<file path="config.mk">
export PLATFORM = sky130hd
export DESIGN_NAME = nfs_host_ctrl
export DESIGN_NICKNAME = d
export VERILOG_FILES = /design/src/nfs_pkg.sv /design/src/nfs_host_ctrl.sv /design/src/nfs_bus_cycle.sv
export SDC_FILE = /design/constraint.sdc
export NUM_CORES = 1
export LEC_CHECK = 0
export BUFFER_PORTS_ARGS = -buffer_cell sky130_fd_sc_hd__buf_2
export CORE_UTILIZATION = 45
export DETAILED_ROUTE_END_ITERATION = 8
export PLACE_DENSITY = 0.61
export RECOVER_POWER = 50
export SLEW_MARGIN = 20
export SYNTH_ARGS = -nofsm -noshare
export SYNTH_HDL_FRONTEND = slang
export SYNTH_SLANG_ARGS = --single-unit
export TNS_END_PERCENT = 30
</file>
<file path="constraint.sdc">
create_clock -name i_core_clk -period 6.6 [get_ports i_core_clk]
set_input_delay 0.66 -clock i_core_clk [delete_from_list [all_inputs] [get_ports i_core_clk]]
set_output_delay 0.66 -clock i_core_clk [all_outputs]
set_load 0.1 [all_outputs]
</file>
<file path="src/nfs_pkg.sv">
// Shared constants and types for the NOR flash command sequencer (host end).
// Assumes a 20 MHz core clock; all pin timing is derived from it here.
package nfs_pkg;

  // ==========================================================================
  // Clock and pin timing
  localparam int CLK_PERIOD_NS = 50;
  localparam int CLK_MHZ = 20;
  localparam int SETUP_NS = 50;
  localparam int STROBE_NS = 100;
  localparam int HOLD_NS = 50;
  localparam int SETUP_CYC = (SETUP_NS + CLK_PERIOD_NS - 1) / CLK_PERIOD_NS;
  localparam int STROBE_CYC = (STROBE_NS + CLK_PERIOD_NS - 1) / CLK_PERIOD_NS;
  localparam int HOLD_CYC = (HOLD_NS + CLK_PERIOD_NS - 1) / CLK_PERIOD_NS;

  // ==========================================================================
  // Erase suspend settle time, waited in full before the suspend is reported.
  localparam int SUSPEND_HALT_US = 20;
  localparam int SUSPEND_HALT_CYC = SUSPEND_HALT_US * CLK_MHZ;
  localparam int HALT_CNT_W = 9;

  // ==========================================================================
  // Command cycle addresses and data codes
  localparam logic [11:0] UNLOCK1_ADDR = 12'h555;
  localparam logic [11:0] UNLOCK2_ADDR = 12'h2AA;
  localparam logic [7:0] UNLOCK1_DATA = 8'hAA;
  localparam logic [7:0] UNLOCK2_DATA = 8'h55;
  localparam logic [7:0] CMD_RESET = 8'hF0;
  localparam logic [7:0] CMD_AUTOSEL = 8'h90;
  localparam logic [7:0] CMD_PROGRAM = 8'hA0;
  localparam logic [7:0] CMD_ERASE_SETUP = 8'h80;
  localparam logic [7:0] CMD_CHIP_ERASE = 8'h10;
  localparam logic [7:0] CMD_SECTOR_ERASE = 8'h30;
  localparam logic [7:0] CMD_SUSPEND = 8'hB0;
  localparam logic [7:0] CMD_RESUME = 8'h30;

  // ==========================================================================
  // Status bit positions on the data pins
  localparam int POLLING_STATUS_BIT = 7;
  localparam int ALTERNATING_STATUS_BIT = 6;
  localparam int TIME_LIMIT_FAIL_FLAG = 5;

  // ==========================================================================
  // User operations
  typedef enum logic [2:0] {
    NFS_OP_READ,
    NFS_OP_RESET,
    NFS_OP_IDENT,
    NFS_OP_PROGRAM,
    NFS_OP_CHIP_ERASE,
    NFS_OP_SECTOR_ERASE,
    NFS_OP_SUSPEND,
    NFS_OP_RESUME
  } nfs_op_t;

endpackage

</file>
<file path="src/nfs_host_ctrl.sv">
// Host-side command sequencer for an asynchronous parallel NOR flash.
// Assumes the flash pins are wired straight to the bus cycle engine outputs and
// that the data pin input is already synchronous to the core clock.
//
// How it works
// - Reset is one F0h write anywhere; it also leaves autoselect.
// - Identification: AAh@555h, 55h@2AAh, 90h@555h enters autoselect.
// - Program: AAh@555h, 55h@2AAh, A0h@555h, then data at target address.
// - Chip erase: six cycles ending 10h@555h erases the whole array.
// - Sector erase ends with 30h at sector address; one at a time, wait.
`timescale 1ns/100ps
`default_nettype none
module nfs_host_ctrl #(
  parameter int ADDR_W = 20
) (
  input wire logic i_core_clk,
  input wire logic i_rstn,
  input wire logic i_cmd_valid,
  input wire nfs_pkg::nfs_op_t i_cmd_op,
  input wire logic [ADDR_W-1:0] i_cmd_addr,
  input wire logic [7:0] i_cmd_data,
  output logic o_cmd_ready,
  output logic o_done,
  output logic o_fail,
  output logic [7:0] o_rdata,
  input wire logic [7:0] i_dq_in,
  output logic [7:0] o_dq_out,
  output logic o_dq_oe_n,
  output logic [ADDR_W-1:0] o_addr,
  output logic o_ce_n,
  output logic o_we_n,
  output logic o_oe_n
);
  import nfs_pkg::*;

  typedef enum logic [3:0] {
    S_IDLE, S_ISSUE, S_WAIT, S_POLL1, S_POLLW1, S_POLL2, S_POLLW2,
    S_RECOVER, S_RECOVERW, S_HALT, S_FINISH
  } nfs_st_t;

  typedef struct packed {
    nfs_st_t st;
    nfs_op_t op;
    logic [2:0] step;
    logic [ADDR_W-1:0] addr;
    logic [7:0] data;
    logic [7:0] prev;
    logic [7:0] rdata;
    logic fail;
    logic fail_seen;
    logic [HALT_CNT_W-1:0] cnt;
    logic start;
    logic wr;
    logic [ADDR_W-1:0] cyc_addr;
    logic [7:0] cyc_data;
    logic ready;
    logic done;
  } nfs_ctl_t;

  nfs_ctl_t s_q, s_d;
  logic eng_done;
  logic [7:0] eng_rdata;

  // ==========================================================================
  // Command sequence table: {write, address, data} for each step of each op.
  function automatic logic [ADDR_W+8:0] seq_word(input nfs_op_t op, input logic [2:0] k,
                                                input logic [ADDR_W-1:0] a,
                                                input logic [7:0] d);
    logic [ADDR_W-1:0] u1;
    logic [ADDR_W-1:0] u2;
    logic [7:0] c3;
    u1 = ADDR_W'(UNLOCK1_ADDR);
    u2 = ADDR_W'(UNLOCK2_ADDR);
    c3 = CMD_ERASE_SETUP;
    if (op == NFS_OP_IDENT) c3 = CMD_AUTOSEL;
    if (op == NFS_OP_PROGRAM) c3 = CMD_PROGRAM;
    case (op)
      NFS_OP_READ: seq_word = {1'b0, a, 8'h00};
      NFS_OP_RESET: seq_word = {1'b1, a, CMD_RESET};
      NFS_OP_SUSPEND: seq_word = {1'b1, a, CMD_SUSPEND};
      NFS_OP_RESUME: seq_word = {1'b1, a, CMD_RESUME};
      default: begin
        case (k)
          3'd0: seq_word = {1'b1, u1, UNLOCK1_DATA};
          3'd1: seq_word = {1'b1, u2, UNLOCK2_DATA};
          3'd2: seq_word = {1'b1, u1, c3};
          3'd3: begin
            if (op == NFS_OP_IDENT) seq_word = {1'b0, a, 8'h00};
            else if (op == NFS_OP_PROGRAM) seq_word = {1'b1, a, d};
            else seq_word = {1'b1, u1, UNLOCK1_DATA};
          end
          3'd4: seq_word = (op == NFS_OP_IDENT) ? {1'b1, a, CMD_RESET} :
                                                   {1'b1, u2, UNLOCK2_DATA};
          default: seq_word = (op == NFS_OP_SECTOR_ERASE) ? {1'b1, a, CMD_SECTOR_ERASE} :
                                                             {1'b1, u1, CMD_CHIP_ERASE};
        endcase
      end
    endcase
  endfunction

  function automatic logic [2:0] last_step(input nfs_op_t op);
    case (op)
      NFS_OP_IDENT: last_step = 3'd4;
      NFS_OP_PROGRAM: last_step = 3'd3;
      NFS_OP_CHIP_ERASE: last_step = 3'd5;
      NFS_OP_SECTOR_ERASE: last_step = 3'd5;
      default: last_step = 3'd0;
    endcase
  endfunction

  // ==========================================================================
  // Operation sequencer
  always_comb begin
    logic [ADDR_W+8:0] w;
    w = seq_word(s_q.op, s_q.step, s_q.addr, s_q.data);
    s_d = s_q;
    s_d.start = 1'b0;
    s_d.done = 1'b0;
    case (s_q.st)
      S_IDLE: begin
        s_d.ready = 1'b1;
        if (i_cmd_valid) begin
          // sequences always issued whole
          // A command is never interleaved with another, so no sequence is broken.
          s_d.ready = 1'b0;
          s_d.st = S_ISSUE;
          s_d.op = i_cmd_op;
          s_d.addr = i_cmd_addr;
          s_d.data = i_cmd_data;
          s_d.step = 3'd0;
          s_d.fail = 1'b0;
          s_d.fail_seen = 1'b0;
        end
      end
      S_ISSUE: begin
        s_d.st = S_WAIT;
        s_d.start = 1'b1;
        s_d.wr = w[ADDR_W+8];
        s_d.cyc_addr = w[ADDR_W+7:8];
        s_d.cyc_data = w[7:0];
      end
      S_WAIT: begin
        if (eng_done) begin
          if (!s_q.wr) begin
            s_d.rdata = eng_rdata;
          end
          if (s_q.step != last_step(s_q.op)) begin
            s_d.step = s_q.step + 3'd1;
            s_d.st = S_ISSUE;
          end else if (s_q.op == NFS_OP_PROGRAM || s_q.op == NFS_OP_CHIP_ERASE ||
                       s_q.op == NFS_OP_SECTOR_ERASE) begin
            s_d.st = S_POLL1;
          end else if (s_q.op == NFS_OP_SUSPEND) begin
            s_d.cnt = HALT_CNT_W'(SUSPEND_HALT_CYC - 1);
            s_d.st = S_HALT;
          end else begin
            s_d.st = S_FINISH;
          end
        end
      end
      S_POLL1: begin
        s_d.st = S_POLLW1;
        s_d.start = 1'b1;
        s_d.wr = 1'b0;
        s_d.cyc_addr = s_q.addr;
      end
      S_POLLW1: begin
        if (eng_done) begin
          s_d.prev = eng_rdata;
          s_d.st = S_POLL2;
        end
      end
      S_POLL2: begin
        s_d.st = S_POLLW2;
        s_d.start = 1'b1;
        s_d.wr = 1'b0;
        s_d.cyc_addr = s_q.addr;
      end
      S_POLLW2: begin
        if (eng_done) begin
          s_d.rdata = eng_rdata;
          if (eng_rdata[ALTERNATING_STATUS_BIT] == s_q.prev[ALTERNATING_STATUS_BIT]) begin
            s_d.st = S_FINISH;
          end else if (s_q.fail_seen) begin
            s_d.st = S_RECOVER;
          end else begin
            // The toggle may have stopped as the flag rose, so poll once more.
            s_d.fail_seen = eng_rdata[TIME_LIMIT_FAIL_FLAG];
            s_d.st = S_POLL1;
          end
        end
      end
      S_RECOVER: begin
        s_d.st = S_RECOVERW;
        s_d.start = 1'b1;
        s_d.wr = 1'b1;
        s_d.cyc_addr = s_q.addr;
        s_d.cyc_data = CMD_RESET;
      end
      S_RECOVERW: begin
        if (eng_done) begin
          s_d.fail = 1'b1;
          s_d.done = 1'b1;
          s_d.ready = 1'b1;
          s_d.st = S_IDLE;
        end
      end
      S_HALT: begin
        if (s_q.cnt == '0) begin
          s_d.st = S_FINISH;
        end else begin
          s_d.cnt = s_q.cnt - HALT_CNT_W'(1);
        end
      end
      S_FINISH: begin
        s_d.done = 1'b1;
        s_d.ready = 1'b1;
        s_d.st = S_IDLE;
      end
      default: begin
        s_d.st = S_IDLE;
      end
    endcase
  end

  always_ff @(posedge i_core_clk or negedge i_rstn) begin
    if (!i_rstn) begin
      s_q <= '{st: S_IDLE, op: NFS_OP_READ, default: '0};
    end else begin
      s_q <= s_d;
    end
  end

  // ==========================================================================
  // Pin engine
  nfs_bus_cycle #(.ADDR_W(ADDR_W)) u_cycle (
    .i_core_clk(i_core_clk),
    .i_rstn(i_rstn),
    .i_start(s_q.start),
    .i_wr(s_q.wr),
    .i_addr(s_q.cyc_addr),
    .i_data(s_q.cyc_data),
    .i_dq_in(i_dq_in),
    .o_idle(),
    .o_done(eng_done),
    .o_rdata(eng_rdata),
    .o_ce_n(o_ce_n),
    .o_we_n(o_we_n),
    .o_oe_n(o_oe_n),
    .o_addr(o_addr),
    .o_dq_out(o_dq_out),
    .o_dq_oe_n(o_dq_oe_n)
  );

  assign o_cmd_ready = s_q.ready;
  assign o_done = s_q.done;
  assign o_fail = s_q.fail;
  assign o_rdata = s_q.rdata;

endmodule
`default_nettype wire

</file>
<file path="src/nfs_bus_cycle.sv">
// Single bus cycle engine: one read or one write on the flash pins.
// Assumes the caller pulses i_start only while o_idle is high.
`timescale 1ns/100ps
`default_nettype none
module nfs_bus_cycle #(
  parameter int ADDR_W = 20
) (
  input wire logic i_core_clk,
  input wire logic i_rstn,
  input wire logic i_start,
  input wire logic i_wr,
  input wire logic [ADDR_W-1:0] i_addr,
  input wire logic [7:0] i_data,
  input wire logic [7:0] i_dq_in,
  output logic o_idle,
  output logic o_done,
  output logic [7:0] o_rdata,
  output logic o_ce_n,
  output logic o_we_n,
  output logic o_oe_n,
  output logic [ADDR_W-1:0] o_addr,
  output logic [7:0] o_dq_out,
  output logic o_dq_oe_n
);
  import nfs_pkg::*;

  typedef enum logic [1:0] {E_IDLE, E_SETUP, E_PULSE, E_HOLD} nfs_eng_st_t;

  typedef struct packed {
    nfs_eng_st_t st;
    logic [3:0] cnt;
    logic wr;
    logic ce_n;
    logic we_n;
    logic oe_n;
    logic dq_oe_n;
    logic [ADDR_W-1:0] addr;
    logic [7:0] dq;
    logic [7:0] rdata;
    logic done;
  } nfs_eng_t;

  nfs_eng_t s_q, s_d;

  // ==========================================================================
  // Cycle sequencing
  always_comb begin
    s_d = s_q;
    s_d.done = 1'b0;
    case (s_q.st)
      E_IDLE: begin
        if (i_start) begin
          s_d.st = E_SETUP;
          s_d.wr = i_wr;
          s_d.addr = i_addr;
          s_d.dq = i_data;
          s_d.ce_n = 1'b0;
          s_d.dq_oe_n = ~i_wr;
          s_d.cnt = 4'(SETUP_CYC - 1);
        end
      end
      E_SETUP: begin
        if (s_q.cnt == 4'h0) begin
          // address before strobe
          // The address is settled before the later falling edge, so it is latched cleanly.
          s_d.st = E_PULSE;
          s_d.we_n = ~s_q.wr;
          s_d.oe_n = s_q.wr;
          s_d.cnt = 4'(STROBE_CYC - 1);
        end else begin
          s_d.cnt = s_q.cnt - 4'h1;
        end
      end
      E_PULSE: begin
        if (s_q.cnt == 4'h0) begin
          // data past rise
          // Data keeps driving through the hold phase, past the first rising edge.
          s_d.st = E_HOLD;
          s_d.we_n = 1'b1;
          s_d.oe_n = 1'b1;
          if (!s_q.wr) begin
            s_d.rdata = i_dq_in;
          end
          s_d.cnt = 4'(HOLD_CYC - 1);
        end else begin
          s_d.cnt = s_q.cnt - 4'h1;
        end
      end
      E_HOLD: begin
        if (s_q.cnt == 4'h0) begin
          s_d.st = E_IDLE;
          s_d.ce_n = 1'b1;
          s_d.dq_oe_n = 1'b1;
          s_d.done = 1'b1;
        end else begin
          s_d.cnt = s_q.cnt - 4'h1;
        end
      end
      default: begin
        s_d.st = E_IDLE;
      end
    endcase
  end

  always_ff @(posedge i_core_clk or negedge i_rstn) begin
    if (!i_rstn) begin
      s_q <= '{st: E_IDLE, ce_n: 1'b1, we_n: 1'b1, oe_n: 1'b1, dq_oe_n: 1'b1, default: '0};
    end else begin
      s_q <= s_d;
    end
  end

  assign o_idle = (s_q.st == E_IDLE);
  assign o_done = s_q.done;
  assign o_rdata = s_q.rdata;
  assign o_ce_n = s_q.ce_n;
  assign o_we_n = s_q.we_n;
  assign o_oe_n = s_q.oe_n;
  assign o_addr = s_q.addr;
  assign o_dq_out = s_q.dq;
  assign o_dq_oe_n = s_q.dq_oe_n;

endmodule
`default_nettype wire

</file>
==> Word-level counts from Yosys, hierarchy flattened <==
Cells that the tools add are included.
{ "op_classes": {"addsub": 3, "n_mul": 0, "n_div": 0, "magnitude_cmp": 0, "eq_ne": 44, "n_shift": 0, "mux": 65, "bitwise": 2, "n_reduce_logical": 35} }
{ "op_table": {"columns": ["cell", "n"], "rows": [
  ["case mux 29 bit (5 select lines)", 1],
  ["case mux 29 bit (4 select lines)", 1],
  ["2-to-1 mux 28 bit", 3],
  ["case mux 22 bit (3 select lines)", 1],
  ["2-to-1 mux 29 bit", 2],
  ["2-to-1 mux 9 bit", 5],
  ["2-to-1 mux 4 bit", 11],
  ["case mux 4 bit (10 select lines)", 1],
  ["2-to-1 mux 38 bit", 1],
  ["2-to-1 mux 8 bit", 4],
  ["case mux 8 bit (2 select lines)", 2],
  ["case mux 6 bit (4 select lines)", 1],
  ["!= test 2 bit, second input constant", 11],
  ["case mux 9 bit (2 select lines)", 1],
  ["equality test 4 x 3 -> 1 bit, second input constant", 4],
  ["AND reduction 4 bit", 4],
  ["nonzero test 2 bit", 8],
  ["equality test 3 bit, second input constant", 5],
  ["2-to-1 mux 3 bit", 5],
  ["2-to-1 mux 2 bit", 7],
  ["!= test 2 x 1 -> 1 bit, second input constant", 7],
  ["equality test 3 x 2 -> 1 bit, second input constant", 4],
  ["equality test 4 bit, second input constant", 3],
  ["AND reduction 3 bit", 4],
  ["other kinds (28)", 53]
]} }
{ "word_totals": {"register_bits": 144, "latch_bits": 0, "ramBits": 0, "mem_bits_ro": 0, "input_bits": 42, "out_inout_bits": 43, "elab_cells": 176, "n_memories": 0} }

==> Logic depth before layout (Yosys ltp) <==
{ "logic_depth": {"word_depth": 9, "depth_mapped": 9, "mapped_depth_nobuf": 7} }

==> Hierarchy <==
A second synthesis with hierarchy kept.
{ "hier_totals": {"cells_unflattened": 613, "area_unflattened_um2": 6816.5} }
{ "by_module_without_submodules": {"columns": ["mod", "n_inst", "cells_per_inst", "area_each_um2", "seq_area_each_um2"], "rows": [
  ["nfs_host_ctrl", 1, 435, 4519.3, 2252.2],
  ["nfs_bus_cycle", 1, 178, 2297.2, 1206.2]
]} }

==> Least setup slack after synthesis <==
OpenSTA, ideal clock, no wires.
{ "synth_path": {"path_type": "flip-flop to flip-flop", "startpoint": "register s_q[91] (netlist bit)", "endpoint": "register s_q[88] (netlist bit)", "setup_time_ns": 0.125, "arrival_time_ns": 2.127, "t_required_ns": 6.475, "setup_slack_ns": 4.349, "path_stages_with_launch": 10, "path_buffers": 2, "period_less_slack_ns": 2.251, "cell_sequence": "dfrtp_1 -> buf_2 -> inv_1 -> ha_1 -> clkbuf_1 -> nor2_1 -> nand4b_1 -> a211oi_2 -> or3_1 -> mux2_2"} }
{ "synth_via": {"elab_chain_cells": 8, "word_cells_on_any_way": 11, "classes_between": "eq/ne: 6; mux: 3; reduce/logical: 2"} }
{ "synth_rtl": {"columns": ["element", "line", "source"], "rows": [
  ["start: declaration", "nfs_host_ctrl.sv:60", "nfs_ctl_t s_q, s_d;"],
  ["start signal: assignment", "nfs_host_ctrl.sv:228", "s_q <= '{st: S_IDLE, op: NFS_OP_READ, default: '0};"],
  ["start signal: assignment", "nfs_host_ctrl.sv:230", "s_q <= s_d;"],
  ["equality test 3 bit", "nfs_host_ctrl.sv:102", "case (op)"],
  ["OR reduction 2 bit (no source line)", null, null],
  ["case mux 3 bit (3 select lines) *", "nfs_host_ctrl.sv:102", null],
  ["2-to-1 mux 3 bit *", "nfs_host_ctrl.sv:143", "if (eng_done) begin"],
  ["2-to-1 mux 3 bit *", "nfs_host_ctrl.sv:119", "case (s_q.st)"],
  ["!= test 3 bit *", "nfs_host_ctrl.sv:147", "if (s_q.step != last_step(s_q.op)) begin"],
  ["!= test 2 bit (no source line) *", null, null],
  ["AND reduction 4 bit (no source line) *", null, null]
]} }
Every way passes the cells marked *; elsewhere a longest branch is shown, timed or not. The select of a mux whose other input is x is not followed.
A chain may end at the register's enable or synchronous reset.

==> flow_summary_export.csv <==
group,metric,value,unit
finish,diodes,0,
placed_design,hpwl,9.57,mm
floorplanning,fp.dieArea,15500,µm²
timing,max_clock_freq,0.299,GHz
outcome,violations,"max-capacitance violations, max-slew violations",
critical_path,worst-path-buf-inv,3,
critical_path,crit_type,"in2async",
floorplanning,die_w,125,µm
floorplanning,die_h,125,µm
floorplanning,core.rowCount,44,
placed_design,dpl_worst_slack,4020,ps
synth,synth-edff-count,0,
hold_path,hp-class,"in2reg",
grt,antenna_found_initial,0,
routing,drc_errors,0,
synth,synth_top_cell_by_area,"dfrtp_1",
outcome,outcome,"finished, violations left",
clock_tree,cts_resized,0,
clock_tree,htreeDepth,4,
grt,grt_max_degree,81,
timing,hold_ws,471,ps
routing,ant_nets,0,
timing,period_share,0.506,
timing,fin_crit,3340,ps
critical_path,critPathLaunchType,"input port",
timing,timing.slew.headroom,-1.11,
synth,yosysWarningCount,0,
synth,yosys-top-cells-area,"dfrtp_1 (50%), mux2_2 (13%), buf_4 (4.0%)",
critical_path,critPathMaxStageDelay,2190,ps
synth,synth_area_per_cell,11.0,µm²
clock_tree,cts_buffers,17,
synth,synth.yosys.seq_area_share,0.511,
critical_path,crit_family,"buffers and inverters",
critical_path,cp_cell_sequence,"clkbuf_1 > buf_4 > buf_16",
timing,finalWorstSetupSlack,3260,ps
timing,hold_viol_final,0,
routing,drt_iter0_drc,404,
timing,drv_slew,90,
synth,synthMuxAreaShare,0.139,
timing,rsz0062_at_grt,"no",
synth,synth_xor_area_frac,0.00259,
finish,drive_above_1_share,0.317,
grt,track_usage,0.190,
timing,tightest_slew,3160,ps
clock_tree,cts.sinks,138,
grt,grt_pass1_vias,4581,
timing,setup-tns-final,0,ps
floorplanning,start_util,0.464,
critical_path,crit_path_end_kind,"async pin",
critical_path,cp_data_arrival_time,3870,ps
clock_tree,worstSkewPairLatency,420,ps
clock_tree,postCtsSetupRepairBufs,0,
timing,clock_skew,7.10,ps
routing,vias,4760,
routing,wirelength,14.0,mm
grt,grt_first_pass_wirelength,23.5,mm
grt,grt_overflow,0,
placed_design,routabilityCongestion,0.915,
critical_path,crit_required,7130,ps
clock_tree,clock_path_buffers,2,
synth,synthAdderAreaFrac,0.0277,
synth,synth_cells,616,
synth,synth_common_cells,"dfrtp_1 (134), mux2_2 (80), nand2_1 (45), nor2_1 (43), o21ai_0 (37)",
routing,drtPass1Iterations,5,
clock_tree,cts_hold_buf,0,
synth,synth_compound_area_frac,0.137,
routing,routed_via_density,5.57,
synth,yosysMostFrequentCell,"dfrtp_1",
synth,yosys.area_share.simple,0.115,
floorplanning,ioPinCount,85,
synth,synth_top_flop_cell,"dfrtp_1",
timing,setup_viol,0,
synth,synth_nets,673,
finish,area_delta_synth_final,13.6,%
critical_path,cpMaxStageDelayCell,"clkbuf_1",
clock_tree,cts_tree,"yes",
routing,wl_per_cell,16.3,µm
synth,synth_top_area_frac,0.496,
critical_path,critPathMaxFanout,59,
finish,final_area,7680,µm²
synth,ys_ff_latch,138,
flow_run,drv_cap,2,
clock_tree,root_buffer,"clkbuf_16",
placed_design,place_area,7060,µm²
synth,async_flop_share,1.00,
placed_design,io_buffers,84,
synth,syn_area,6760,µm²
floorplanning,core,14600,µm²
synth,yosysUniqueCellTypes,60,
clock_tree,cts.clk_slew.worst_paths,60,ps
synth,synth_top_family_by_area,"multiplexers",
finish,fin_nets,715,
finish,n_fill_cell,1288,
-- through the flow --
stage               utilization  cells
CTS                       0.526    854
detailed placement        0.484    822
global route              0.527    855
floorplan                     -    616
global placement          0.484    822
finish                    0.527    855
-- sequential cells by signal (all words and copies together) (netlist names) --
register           count
u_cycle.o_ce_n         1
o_rdata                8
u_cycle.o_done         1
u_cycle.o_dq_oe_n      1
u_cycle.o_dq_out       8
s_q                   79
o_done                 1
u_cycle.s_q            7
u_cycle.o_addr        20
u_cycle.o_we_n         1
o_fail                 1
u_cycle.o_rdata        8
o_cmd_ready            1
u_cycle.o_oe_n         1
-- worst paths after layout --
path	start	end	slack [ps]	depth (start not counted)
max	i_rstn	u_cycle.o_ce_n	3260	3
min	i_dq_in[5]	u_cycle.o_rdata[5]	470	2
max reg2reg	s_q[88]	s_q[16]	3990	7
min reg2reg	s_q[3]	s_q[3]	480	2
max in group i_core_clk	s_q[88]	s_q[16]	3990	7
min in group asynchronous	i_rstn	o_rdata[3]	1280	1
-- cells in the final DEF, fill, tap and decap left out, types with 5 or more instances in the layout --
cell and count:
o31ai_1 8, nand3_1 6, nor3_1 10, nor2_1 43, dfrtp_1 134, a211o_1 6
o21ai_0 37, nor2b_1 6, mux2_2 80, clkbuf_16 17, ha_1 15, a22o_1 11
buf_2 83, a21oi_1 36, nand2b_1 9, inv_1 19, nand2_1 45, nor4b_1 5
-- metal layers --
| metal | wire length (µm) | track usage | up-vias |
|---|---|---|---|
| met2 | 6730 | 0.295 | 115 |
| met1 | 6500 | 0.257 | 2382 |
| li1 | - | - | 2252 |
| met5 | 0 | 0 | - |
| met3 | 591 | 0.0528 | 11 |
| met4 | 152 | 0.0602 | 0 |
-- cell type report --
| cell class | count | area [µm²] | area share |
|---|---|---|---|
| Clock inverter | 13 | 165 | 0.0215 |
| Sequential cell | 138 | 3460 | 0.450 |
| Tap cell | 184 | 230 | 0.0300 |
| Multi-Input combinational cell | 394 | 2850 | 0.371 |
| Inverter | 19 | 71.3 | 0.00928 |
| Timing Repair Buffer | 88 | 465 | 0.0606 |
| Clock buffer | 19 | 443 | 0.0576 |
-- cells by family after synthesis --
group           Yosys count
simple gates            153
compound gates          140
flops                   138
buf+inv                  84
mux                      84
fa+ha+maj                15
xor+xnor                  2
Power is not shown: default switching activity piles up to over one toggle a cycle in this logic, so the estimate is an artifact.
